[src/verilog/dfm_pkg.sv]
`default_nettype none

package dfm_pkg;

  // fault classes, ordered like the bits of the mask register
  localparam int DFM_NCLS = 5;
  localparam int CLS_OVERLOAD = 0;
  localparam int CLS_OVERCUR = 1;
  localparam int CLS_OW_OFF = 2;
  localparam int CLS_OW_ON = 3;
  localparam int CLS_SHORT = 4;

  // classes that the chain strap switches off (overload survives it)
  localparam logic [4:0] STRAP_KILL = 5'h1E;

  // register indices; byte address is four times the index
  localparam logic [5:0] IDX_MASK = 6'h0F;
  localparam logic [5:0] IDX_SHORT_EN = 6'h10;
  localparam logic [5:0] IDX_OW_ON_EN = 6'h11;
  localparam logic [5:0] IDX_OW_OFF_EN = 6'h12;
  localparam logic [5:0] IDX_FLAG0 = 6'h13;
  localparam logic [5:0] IDX_LIVE = 6'h18;

  // reset values
  localparam logic [7:0] MASK_RST = 8'hBE;
  localparam logic [7:0] EN_RST = 8'h00;

  // axi4-lite responses
  localparam logic [1:0] RESP_OKAY = 2'h0;
  localparam logic [1:0] RESP_SLVERR = 2'h2;

  typedef enum logic [1:0] {
    WR_IDLE = 2'h1,
    WR_RESP = 2'h2
  } dfm_wr_t;

  typedef enum logic [1:0] {
    RD_IDLE = 2'h1,
    RD_RESP = 2'h2
  } dfm_rd_t;

endpackage

`default_nettype wire

[src/verilog/dfm_fault_if.sv]
`default_nettype none

// carries raw faults and settings to the qualifier and its results back
interface dfm_fault_if #(
  parameter int NUM_CH = 8
);
  logic [4:0][NUM_CH-1:0] raw;
  logic [4:0][NUM_CH-1:0] enable;
  logic [4:0][NUM_CH-1:0] flag;
  logic [4:0] mask;
  logic strap;
  logic [4:0] pin_cls;
  logic pin_req;

  modport qual (
    input raw, enable, mask, strap,
    output flag, pin_cls, pin_req
  );
  modport ctrl (
    output raw, enable, mask, strap,
    input flag, pin_cls, pin_req
  );
endinterface

`default_nettype wire

[src/verilog/dfm_fault_qual.sv]
`default_nettype none

module dfm_fault_qual
  import dfm_pkg::*;
#(
  parameter int NUM_CH = 8
) (
  // qualifier side of the fault carrier
  dfm_fault_if.qual f
);

  ////////////////////////////////////////////////////////////////////////
  // per class qualification
  genvar c;
  generate
    for (c = 0; c < DFM_NCLS; c++)
    begin : g_cls
      // strap kills detection outright, so no enable can revive it
      wire kill = f.strap & STRAP_KILL[c];
      // status ignores the mask entirely
      assign f.flag[c] = f.raw[c] & f.enable[c] & {NUM_CH{~kill}};
      // a set mask bit keeps the class off the pin
      assign f.pin_cls[c] = (|f.flag[c]) & ~f.mask[c];
    end
  endgenerate

  // any unmasked class on any channel requests the pin
  assign f.pin_req = |f.pin_cls;

endmodule

`default_nettype wire

[src/verilog/dfm_top.sv]
// Operation
// - short-to-supply mask set keeps short faults off the fault pin.
// - enabled short detection still shows in status and serial flags.
// - chain strap high disables short detection on all channels.
// - open-wire-on mask set keeps those faults off the fault pin.
// - enabled open-wire-on detection still reported in status and serial.
// - chain strap high disables open-wire-on detection everywhere.
// - open-wire-off mask set keeps those faults off the fault pin.
// - enabled open-wire-off detection still reported in status and serial.
// - chain strap high disables open-wire-off detection everywhere.
// - over-current mask set keeps over-current off the fault pin.
// - over-current reported in status and serial data whenever chain strap is low.
// - chain strap high means over-current is never signalled.
// - overload mask set keeps overload faults off the fault pin.
// - overload always reported in status and serial overload flag.
// - per-channel short enable bit turns short detection on or off.
//
// Added by the designer: the placing of the registers and register access over AXI4-Lite.
`default_nettype none

module dfm_top
  import dfm_pkg::*;
#(
  parameter int NUM_CH = 8,
  parameter int ADDR_W = 8
) (
  // clock and reset
  input wire logic i_mclk,
  input wire logic i_rst,
  // strap and raw per-channel diagnostics
  input wire logic i_chain_strap,
  input wire logic [NUM_CH-1:0] i_short_raw,
  input wire logic [NUM_CH-1:0] i_ow_on_raw,
  input wire logic [NUM_CH-1:0] i_ow_off_raw,
  input wire logic [NUM_CH-1:0] i_overcurrent_raw,
  input wire logic [NUM_CH-1:0] i_overload_raw,
  // axi4-lite write address and data
  input wire logic i_awvalid,
  output logic o_awready,
  input wire logic [ADDR_W-1:0] i_awaddr,
  input wire logic i_wvalid,
  output logic o_wready,
  input wire logic [31:0] i_wdata,
  input wire logic [3:0] i_wstrb,
  // axi4-lite write response
  output logic o_bvalid,
  input wire logic i_bready,
  output logic [1:0] o_bresp,
  // axi4-lite read
  input wire logic i_arvalid,
  output logic o_arready,
  input wire logic [ADDR_W-1:0] i_araddr,
  output logic o_rvalid,
  input wire logic i_rready,
  output logic [31:0] o_rdata,
  output logic [1:0] o_rresp,
  // fault pin and serial summary flags
  output logic o_fault_n,
  output logic [4:0] o_serial_flags
);

  ////////////////////////////////////////////////////////////////////////
  // elaboration checks
  generate
    if (NUM_CH < 1 || NUM_CH > 32)
    begin : g_bad_ch
      $error("NUM_CH must lie between 1 and 32");
    end
    // the decoders take the word index from address bits 7:2
    if (ADDR_W < 8 || ADDR_W > 32)
    begin : g_bad_aw
      $error("ADDR_W must lie between 8 and 32");
    end
  endgenerate

  ////////////////////////////////////////////////////////////////////////
  // declarations
  dfm_fault_if #(.NUM_CH(NUM_CH)) fif ();

  logic [7:0] mask_r;
  logic [NUM_CH-1:0] short_en_r;
  logic [NUM_CH-1:0] ow_on_en_r;
  logic [NUM_CH-1:0] ow_off_en_r;
  logic [4:0][NUM_CH-1:0] flag_r;
  logic fault_n_r;
  logic [4:0] serial_r;

  dfm_wr_t wr_st_r;
  dfm_rd_t rd_st_r;
  logic aw_got_r;
  logic w_got_r;
  logic awready_r;
  logic wready_r;
  logic [5:0] wr_idx_r;
  logic [31:0] wdata_r;
  logic wlane0_r;
  logic bvalid_r;
  logic [1:0] bresp_r;
  logic arready_r;
  logic rvalid_r;
  logic [31:0] rdata_r;
  logic [1:0] rresp_r;

  logic [31:0] rd_data;
  logic rd_hit;

  ////////////////////////////////////////////////////////////////////////
  // fault qualifier
  dfm_fault_qual #(.NUM_CH(NUM_CH)) u_qual (
    .f(fif.qual)
  );

  // drive the carrier; overload and over-current have no enable of
  // their own, so their enable is tied on
  assign fif.raw[CLS_OVERLOAD] = i_overload_raw;
  assign fif.raw[CLS_OVERCUR] = i_overcurrent_raw;
  assign fif.raw[CLS_OW_OFF] = i_ow_off_raw;
  assign fif.raw[CLS_OW_ON] = i_ow_on_raw;
  assign fif.raw[CLS_SHORT] = i_short_raw;
  assign fif.enable[CLS_OVERLOAD] = {NUM_CH{1'b1}};
  assign fif.enable[CLS_OVERCUR] = {NUM_CH{1'b1}};
  assign fif.enable[CLS_OW_OFF] = ow_off_en_r;
  assign fif.enable[CLS_OW_ON] = ow_on_en_r;
  assign fif.enable[CLS_SHORT] = short_en_r;
  assign fif.mask = mask_r[4:0];
  assign fif.strap = i_chain_strap;

  ////////////////////////////////////////////////////////////////////////
  // write channel decode
  wire wr_fire = aw_got_r & w_got_r & (wr_st_r == WR_IDLE);
  wire wr_mask = wr_idx_r == IDX_MASK;
  wire wr_sen = wr_idx_r == IDX_SHORT_EN;
  wire wr_onen = wr_idx_r == IDX_OW_ON_EN;
  wire wr_offen = wr_idx_r == IDX_OW_OFF_EN;
  wire wr_flag = (wr_idx_r >= IDX_FLAG0) &&
                 (wr_idx_r < IDX_FLAG0 + 6'(DFM_NCLS));
  // the live register is read only; writing it is an error
  wire wr_hit = wr_mask | wr_sen | wr_onen | wr_offen | wr_flag;
  wire wr_do = wr_fire & wlane0_r;
  wire [7:0] wbyte = wdata_r[7:0];

  // write handshake: address and data are taken in either order and the
  // response issues once both are held
  always_ff @(posedge i_mclk or posedge i_rst)
  begin
    if (i_rst)
    begin
      aw_got_r <= 1'b0;
      w_got_r <= 1'b0;
      awready_r <= 1'b1;
      wready_r <= 1'b1;
      wr_idx_r <= 6'h00;
      wdata_r <= 32'h0000_0000;
      wlane0_r <= 1'b0;
      bvalid_r <= 1'b0;
      bresp_r <= RESP_OKAY;
      wr_st_r <= WR_IDLE;
    end
    else
    begin
      case (wr_st_r)
        WR_IDLE:
        begin
          if (i_awvalid && awready_r)
          begin
            aw_got_r <= 1'b1;
            awready_r <= 1'b0;
            wr_idx_r <= i_awaddr[7:2];
          end
          if (i_wvalid && wready_r)
          begin
            w_got_r <= 1'b1;
            wready_r <= 1'b0;
            wdata_r <= i_wdata;
            wlane0_r <= i_wstrb[0];
          end
          if (wr_fire)
          begin
            bvalid_r <= 1'b1;
            bresp_r <= wr_hit ? RESP_OKAY : RESP_SLVERR;
            wr_st_r <= WR_RESP;
          end
        end
        WR_RESP:
        begin
          if (i_bready)
          begin
            bvalid_r <= 1'b0;
            aw_got_r <= 1'b0;
            w_got_r <= 1'b0;
            awready_r <= 1'b1;
            wready_r <= 1'b1;
            wr_st_r <= WR_IDLE;
          end
        end
        default:
        begin
          wr_st_r <= WR_IDLE;
        end
      endcase
    end
  end

  ////////////////////////////////////////////////////////////////////////
  // control registers; a write needs byte lane 0 strobed, and the mask takes lane 0 only
  always_ff @(posedge i_mclk or posedge i_rst)
  begin
    if (i_rst)
    begin
      mask_r <= MASK_RST;
      short_en_r <= NUM_CH'(EN_RST);
      ow_on_en_r <= NUM_CH'(EN_RST);
      ow_off_en_r <= NUM_CH'(EN_RST);
    end
    else if (wr_do)
    begin
      if (wr_mask)
        mask_r <= wbyte;
      if (wr_sen)
        short_en_r <= NUM_CH'(wdata_r);
      if (wr_onen)
        ow_on_en_r <= NUM_CH'(wdata_r);
      if (wr_offen)
        ow_off_en_r <= NUM_CH'(wdata_r);
    end
  end

  ////////////////////////////////////////////////////////////////////////
  // sticky status flags, write one to clear; a fault present in the
  // clearing cycle re-sets the bit so no event is lost
  genvar c;
  generate
    for (c = 0; c < DFM_NCLS; c++)
    begin : g_flag
      localparam logic [5:0] MY_IDX = IDX_FLAG0 + 6'(c);
      wire hit = wr_do & (wr_idx_r == MY_IDX);
      wire [NUM_CH-1:0] clr = hit ? NUM_CH'(wdata_r) : '0;
      always_ff @(posedge i_mclk or posedge i_rst)
      begin
        if (i_rst)
          flag_r[c] <= '0;
        else
          flag_r[c] <= (flag_r[c] & ~clr) | fif.flag[c];
      end
    end
  endgenerate

  ////////////////////////////////////////////////////////////////////////
  // pin and serial summary; registered so the pin cannot glitch on
  // combinational hazards in the qualifier
  always_ff @(posedge i_mclk or posedge i_rst)
  begin
    if (i_rst)
    begin
      fault_n_r <= 1'b1;
      serial_r <= 5'h00;
    end
    else
    begin
      fault_n_r <= ~fif.pin_req;
      for (int k = 0; k < DFM_NCLS; k++)
        serial_r[k] <= |fif.flag[k];
    end
  end

  ////////////////////////////////////////////////////////////////////////
  // read decode; narrow registers sit in the low bits
  wire [5:0] rd_idx = i_araddr[7:2];
  wire [2:0] rd_cls = 3'(rd_idx - IDX_FLAG0);
  wire [7:0] live_byte = {2'h0, fif.pin_req, fif.pin_cls};

  always_comb
  begin
    rd_data = 32'h0000_0000;
    rd_hit = 1'b1;
    if (rd_idx == IDX_MASK)
      rd_data = 32'(mask_r);
    else if (rd_idx == IDX_SHORT_EN)
      rd_data = 32'(short_en_r);
    else if (rd_idx == IDX_OW_ON_EN)
      rd_data = 32'(ow_on_en_r);
    else if (rd_idx == IDX_OW_OFF_EN)
      rd_data = 32'(ow_off_en_r);
    else if (rd_idx >= IDX_FLAG0 && rd_idx < IDX_FLAG0 + 6'(DFM_NCLS))
      rd_data = 32'(flag_r[rd_cls]);
    else if (rd_idx == IDX_LIVE)
      rd_data = 32'(live_byte);
    else
      rd_hit = 1'b0;
  end

  // read handshake: data is captured when the address is taken
  always_ff @(posedge i_mclk or posedge i_rst)
  begin
    if (i_rst)
    begin
      arready_r <= 1'b1;
      rvalid_r <= 1'b0;
      rdata_r <= 32'h0000_0000;
      rresp_r <= RESP_OKAY;
      rd_st_r <= RD_IDLE;
    end
    else
    begin
      case (rd_st_r)
        RD_IDLE:
        begin
          if (i_arvalid)
          begin
            arready_r <= 1'b0;
            rvalid_r <= 1'b1;
            rdata_r <= rd_data;
            rresp_r <= rd_hit ? RESP_OKAY : RESP_SLVERR;
            rd_st_r <= RD_RESP;
          end
        end
        RD_RESP:
        begin
          if (i_rready)
          begin
            rvalid_r <= 1'b0;
            arready_r <= 1'b1;
            rd_st_r <= RD_IDLE;
          end
        end
        default:
        begin
          rd_st_r <= RD_IDLE;
        end
      endcase
    end
  end

  ////////////////////////////////////////////////////////////////////////
  // outputs, all straight from flip-flops
  assign o_awready = awready_r;
  assign o_wready = wready_r;
  assign o_bvalid = bvalid_r;
  assign o_bresp = bresp_r;
  assign o_arready = arready_r;
  assign o_rvalid = rvalid_r;
  assign o_rdata = rdata_r;
  assign o_rresp = rresp_r;
  assign o_fault_n = fault_n_r;
  assign o_serial_flags = serial_r;

endmodule

`default_nettype wire

[config.mk]
export PLATFORM = sky130hd
export DESIGN_NAME = dfm_top
export DESIGN_NICKNAME = d
export VERILOG_FILES = /design/src/verilog/dfm_pkg.sv /design/src/verilog/dfm_fault_if.sv /design/src/verilog/dfm_fault_qual.sv /design/src/verilog/dfm_top.sv
export SDC_FILE = /design/constraint.sdc
export NUM_CORES = 1
export LEC_CHECK = 0
export BUFFER_PORTS_ARGS = -buffer_cell sky130_fd_sc_hd__clkbuf_2
export CAP_MARGIN = 40
export CORE_MARGIN = 3
export CORE_UTILIZATION = 53
export DETAILED_ROUTE_END_ITERATION = 8
export PLACE_DENSITY = 0.8
export SETUP_SLACK_MARGIN = 0.02
export SYNTH_ARGS = -nofsm -noshare
export SYNTH_HDL_FRONTEND = slang
export SYNTH_SLANG_ARGS = --single-unit
[constraint.sdc]
create_clock -name i_mclk -period 5 [get_ports i_mclk]
set_input_delay 1 -clock i_mclk [delete_from_list [all_inputs] [get_ports i_mclk]]
set_output_delay 1 -clock i_mclk [all_outputs]
set_load 0.01 [all_outputs]
==> impl_metrics.xml <==
<?xml version="1.0" encoding="UTF-8"?>
<metrics>
  <group name="timing">
    <metric name="setup-tns-final" unit="ps">0</metric>
    <metric name="setup_violations" unit="">0</metric>
    <metric name="timing_max_transition_violations_final" unit="">0</metric>
    <metric name="fin_skew" unit="ps">7.626</metric>
    <metric name="finalHoldViolCount" unit="">0</metric>
    <metric name="finalWorstSetupSlack" unit="ps">2105</metric>
    <metric name="timing.slew.headroom" unit="%">41.25</metric>
    <metric name="finalCritPeriodShare" unit="%">57.90</metric>
    <metric name="max_clock_freq" unit="MHz">345.4</metric>
    <metric name="rsz_0062_raised_after_global_routing" unit="">no</metric>
    <metric name="pin_slew_with_the_least_headroom_to_its_limit" unit="ps">869.0</metric>
    <metric name="finalCriticalPeriod" unit="ps">2895</metric>
  </group>
  <group name="global_routing">
    <metric name="grt_first_pass_wirelength" unit="mm">23.27</metric>
    <metric name="gr-total-overflow" unit="">0</metric>
    <metric name="number_of_antenna_violations_at_the_first_check_in_global_routing" unit="">0</metric>
    <metric name="grt_pass1_vias" unit="">4440</metric>
    <metric name="largest_net_degree_at_the_start_of_global_routing" unit="">70</metric>
    <metric name="grt_usage" unit="%">25.95</metric>
  </group>
  <group name="clocking">
    <metric name="post-cts-setup-buffers" unit="">0</metric>
    <metric name="postCtsHoldBufs" unit="">0</metric>
    <metric name="worst_setup_hold_path_clk_slew" unit="ps">50</metric>
    <metric name="clock_path_buffers" unit="">2</metric>
    <metric name="clock-sinks" unit="">114</metric>
    <metric name="post_cts_resized" unit="">0</metric>
    <metric name="clockRootBuffer" unit="">sky130_fd_sc_hd__clkbuf_8</metric>
    <metric name="htree_depth" unit="">4</metric>
    <metric name="clk-insertion-delay-late" unit="ps">520</metric>
    <metric name="cts_inserted_buffers" unit="">17</metric>
    <metric name="tritoncts" unit="">done</metric>
  </group>
  <group name="floorplanning">
    <metric name="die_x" unit="um">109.9</metric>
    <metric name="placementRows" unit="">37</metric>
    <metric name="dieHeight" unit="um">109.9</metric>
    <metric name="die-area" unit="mm^2">0.01208</metric>
    <metric name="starting_utilization_of_the_core_area" unit="%">54.93</metric>
    <metric name="core_area" unit="mm^2">0.01042</metric>
    <metric name="count_of_boundary_i_o_pins" unit="">147</metric>
  </group>
  <group name="placed_design">
    <metric name="place_congestion" unit="">0.9500</metric>
    <metric name="port-buffer-count" unit="">89</metric>
    <metric name="dp_hpwl" unit="mm">11.13</metric>
    <metric name="place_ws" unit="ps">1601</metric>
  </group>
  <group name="worst_setup_path">
    <metric name="rrSetupSlack" unit="ps">2530</metric>
    <metric name="critical_path.slowest_cell" unit="">sky130_fd_sc_hd__ha_1</metric>
    <metric name="worst_setup_path_start_kind" unit="">input pin</metric>
    <metric name="critPathKind" unit="">input pin to flop</metric>
    <metric name="critical_path_cell_sequence" unit="">clkbuf_2, inv_1, ha_1, and4b_1, and3_1, a2111oi_0, a221oi_1</metric>
    <metric name="worstRegToRegCells" unit="">4</metric>
    <metric name="critical_path_s_largest_stage_delay" unit="ps">590</metric>
    <metric name="r2r_end" unit="">ow_on_en_r[6]$_DFFE_PP0P_</metric>
    <metric name="critPathMaxFanout" unit="">12</metric>
    <metric name="critical_path.endpoint_type" unit="">flop</metric>
    <metric name="regToRegStartpoint" unit="">wr_st_r[0]$_DFFE_PP1P_</metric>
    <metric name="critPathArrivalTime" unit="ps">3250</metric>
    <metric name="timing.critical_path.required" unit="ps">5350</metric>
  </group>
  <group name="synthesis">
    <metric name="netlist.top_cell.by_area" unit="">sky130_fd_sc_hd__dfrtp_1</metric>
    <metric name="synth_area_per_cell" unit="um^2">10.94</metric>
    <metric name="netlist_top_cells_count" unit="">102 x sky130_fd_sc_hd__dfrtp_1, 84 x sky130_fd_sc_hd__nand2_1, 39 x sky130_fd_sc_hd__mux2_2</metric>
    <metric name="seq_area_frac_synth" unit="%">50.12</metric>
    <metric name="synth.cell_area" unit="mm^2">0.005722</metric>
    <metric name="ys_async_sr_fraction" unit="%">100.0</metric>
    <metric name="dominantRegCellSynth" unit="">sky130_fd_sc_hd__dfrtp_1</metric>
    <metric name="synth-edff-count" unit="">0</metric>
    <metric name="yosysWarnings" unit="">0</metric>
    <metric name="yosysTopAreaCellShare" unit="%">44.61</metric>
    <metric name="postSynthCellCount" unit="">523</metric>
    <metric name="synth.lib_cells_used.distinct" unit="">60</metric>
    <metric name="yosys-top-cells-area" unit="">sky130_fd_sc_hd__dfrtp_1 45%, sky130_fd_sc_hd__mux2_2 7.7%, sky130_fd_sc_hd__dfstp_2 5.5%, sky130_fd_sc_hd__nand2_1 5.5%, sky130_fd_sc_hd__o2bb2ai_1 4.1%</metric>
    <metric name="synth-seq-cells" unit="">114</metric>
    <metric name="yosysMostFrequentCell" unit="">sky130_fd_sc_hd__dfrtp_1</metric>
  </group>
  <group name="final_layout">
    <metric name="flow.area_growth_from_synthesis" unit="%">17.52</metric>
    <metric name="nets" unit="">714</metric>
    <metric name="drive_above_1_share" unit="%">31.14</metric>
    <metric name="antenna_cells" unit="">0</metric>
  </group>
  <group name="detailed_routing">
    <metric name="drt-total-wl" unit="mm">14.91</metric>
    <metric name="route.vias.total" unit="">4504</metric>
    <metric name="detail_route.first_pass.iterations" unit="">5</metric>
    <metric name="drtIter0Drc" unit="">378</metric>
    <metric name="viasPerCell" unit="">5.934</metric>
    <metric name="remaining_drc_errors" unit="">0</metric>
    <metric name="antenna_violating_nets_remaining" unit="">0</metric>
    <metric name="avgRoutedWirePerCell" unit="um">19.64</metric>
  </group>
  <group name="power">
    <metric name="cellLeakagePower" unit="nW">3.065</metric>
    <metric name="peakVddDrop" unit="mV">0.2767</metric>
    <metric name="p_sw_share" unit="%">31.16</metric>
    <metric name="power_report.internal_total" unit="W">0.002207</metric>
    <metric name="power_switching" unit="W">0.0009988</metric>
    <metric name="pwr-share-clk" unit="%">34.5</metric>
    <metric name="p_per_cell_area" unit="mW/mm^2">476.7</metric>
    <metric name="seq_power_share" unit="%">45.2</metric>
    <metric name="share_comb_of_total_power" unit="%">20.3</metric>
  </group>
  <group name="hold_path">
    <metric name="min_path_type" unit="">input pin to asynchronous set/reset pin</metric>
  </group>
  <group name="job">
    <metric name="drv.max_cap_violation_count" unit="">0</metric>
  </group>
  <group name="outcome">
    <metric name="run_status" unit="">finished clean</metric>
  </group>
</metrics>
[how the worst max path moves through the flow]
stage           startpoint                     end  slack, ps
2_1_floorplan        i_rst    aw_got_r$_DFFE_PP0P_       1000
3_5_place_dp   i_araddr[2]  o_rdata[4]$_DFFE_PP0P_       1600
6_report       i_araddr[2]  o_rdata[2]$_DFFE_PP0P_       2100
3_3_place_gp   i_araddr[2]  o_rdata[1]$_DFFE_PP0P_       1660
4_1_cts        i_araddr[2]  o_rdata[4]$_DFFE_PP0P_       2150
5_1_grt        i_araddr[2]  o_rdata[4]$_DFFE_PP0P_       1990
[cell families after synthesis]
family / synth area share (%)
AO/OA/AOI/OAI: 15.22
XOR/XNOR: 0.1531
adder cells (fa/ha/maj): 0.8747
buffers and inverters: 6.210
flip-flops: 50.12
multiplexers: 12.92
other: 0.06554
AND/OR/NAND/NOR: 14.43
[final cells by class]
| class | instances | area, um^2 |
|---|---|---|
| clock buffer | 26 | 488.0 |
| clock inverter | 6 | 55.05 |
| fill | 822 | 3692 |
| inverter | 16 | 62.56 |
| multi-input combinational | 369 | 2592 |
| sequential | 114 | 2868 |
| tap | 136 | 170.2 |
| timing repair buffer | 92 | 488.0 |
[layer usage]
| layer | vias up | share of wire (%) | global-route usage, % |
|---|---|---|---|
| met5 | - | 0 | 0 |
| met4 | 0 | 1.6 | 7.569 |
| met3 | 22 | 7.4 | 6.107 |
| met2 | 216 | 49 | 42.24 |
| met1 | 2237 | 42 | 34.73 |
| li1 | 2029 | - | - |
[per-stage QoR]
| step | power [W] | util, % | hold slack [ps] | cells | area, um^2 |
|---|---|---|---|---|---|
| 4_1_cts | 0.003218 | 64.55 | 388.2 | 759 | 6724 |
| 3_5_place_dp | 0.002103 | 59.34 | 466.7 | 727 | 6181 |
| 6_report | 0.003206 | 64.55 | 401.6 | 759 | 6724 |
| 2_1_floorplan | 0.001842 | - | 443.7 | 548 | 5816 |
| 3_3_place_gp | 0.002064 | 59.08 | 463.7 | 726 | 6153 |
| 5_1_grt | 0.003364 | 64.55 | 400.8 | 759 | 6724 |
[cell usage in the layout, fill, tap and decap left out, types with 10 or more instances in the layout]
cell type | netlist | final
sky130_fd_sc_hd__dfrtp_1 | 102 | 102
sky130_fd_sc_hd__clkbuf_2 | 0 | 89
sky130_fd_sc_hd__nand2_1 | 84 | 84
sky130_fd_sc_hd__mux2_2 | 39 | 39
sky130_fd_sc_hd__o2bb2ai_1 | 27 | 27
sky130_fd_sc_hd__nor2_1 | 26 | 26
sky130_fd_sc_hd__conb_1 | 1 | 26
sky130_fd_sc_hd__o21ai_0 | 22 | 22
sky130_fd_sc_hd__a21oi_1 | 20 | 20
sky130_fd_sc_hd__clkbuf_16 | 0 | 16
sky130_fd_sc_hd__inv_1 | 16 | 15
sky130_fd_sc_hd__dfstp_2 | 12 | 12
sky130_fd_sc_hd__a21o_1 | 10 | 10
[sequential cells by signal, indices dropped and copies added (netlist names), 2 cells and up]
signal	count
wr_st_r	2
wdata_r	8
short_en_r	8
mask_r	8
ow_on_en_r	8
o_rdata	8
ow_off_en_r	8
flag_r	40
rd_st_r	2
o_serial_flags	5
wr_idx_r	6
[critical path, delay by kind of cell]
family                   cells  cell delay [ps]
AO/OA/AOI/OAI                2              680
adder cells (fa/ha/maj)      1              590
buffers and inverters        2              490
AND/OR/NAND/NOR              2              490
[power by group through the flow]
stage          combinational, W  clock (W)  sequential, W
5_1_grt                0.000715    0.00117        0.00148
3_5_place_dp           0.000648          0        0.00145
4_1_cts                0.000655    0.00112        0.00145
3_3_place_gp           0.000621          0        0.00144
6_report               0.000652    0.00111        0.00145
2_1_floorplan          0.000519          0        0.00132
No activity file was read; power rests on OpenSTA's default activity.
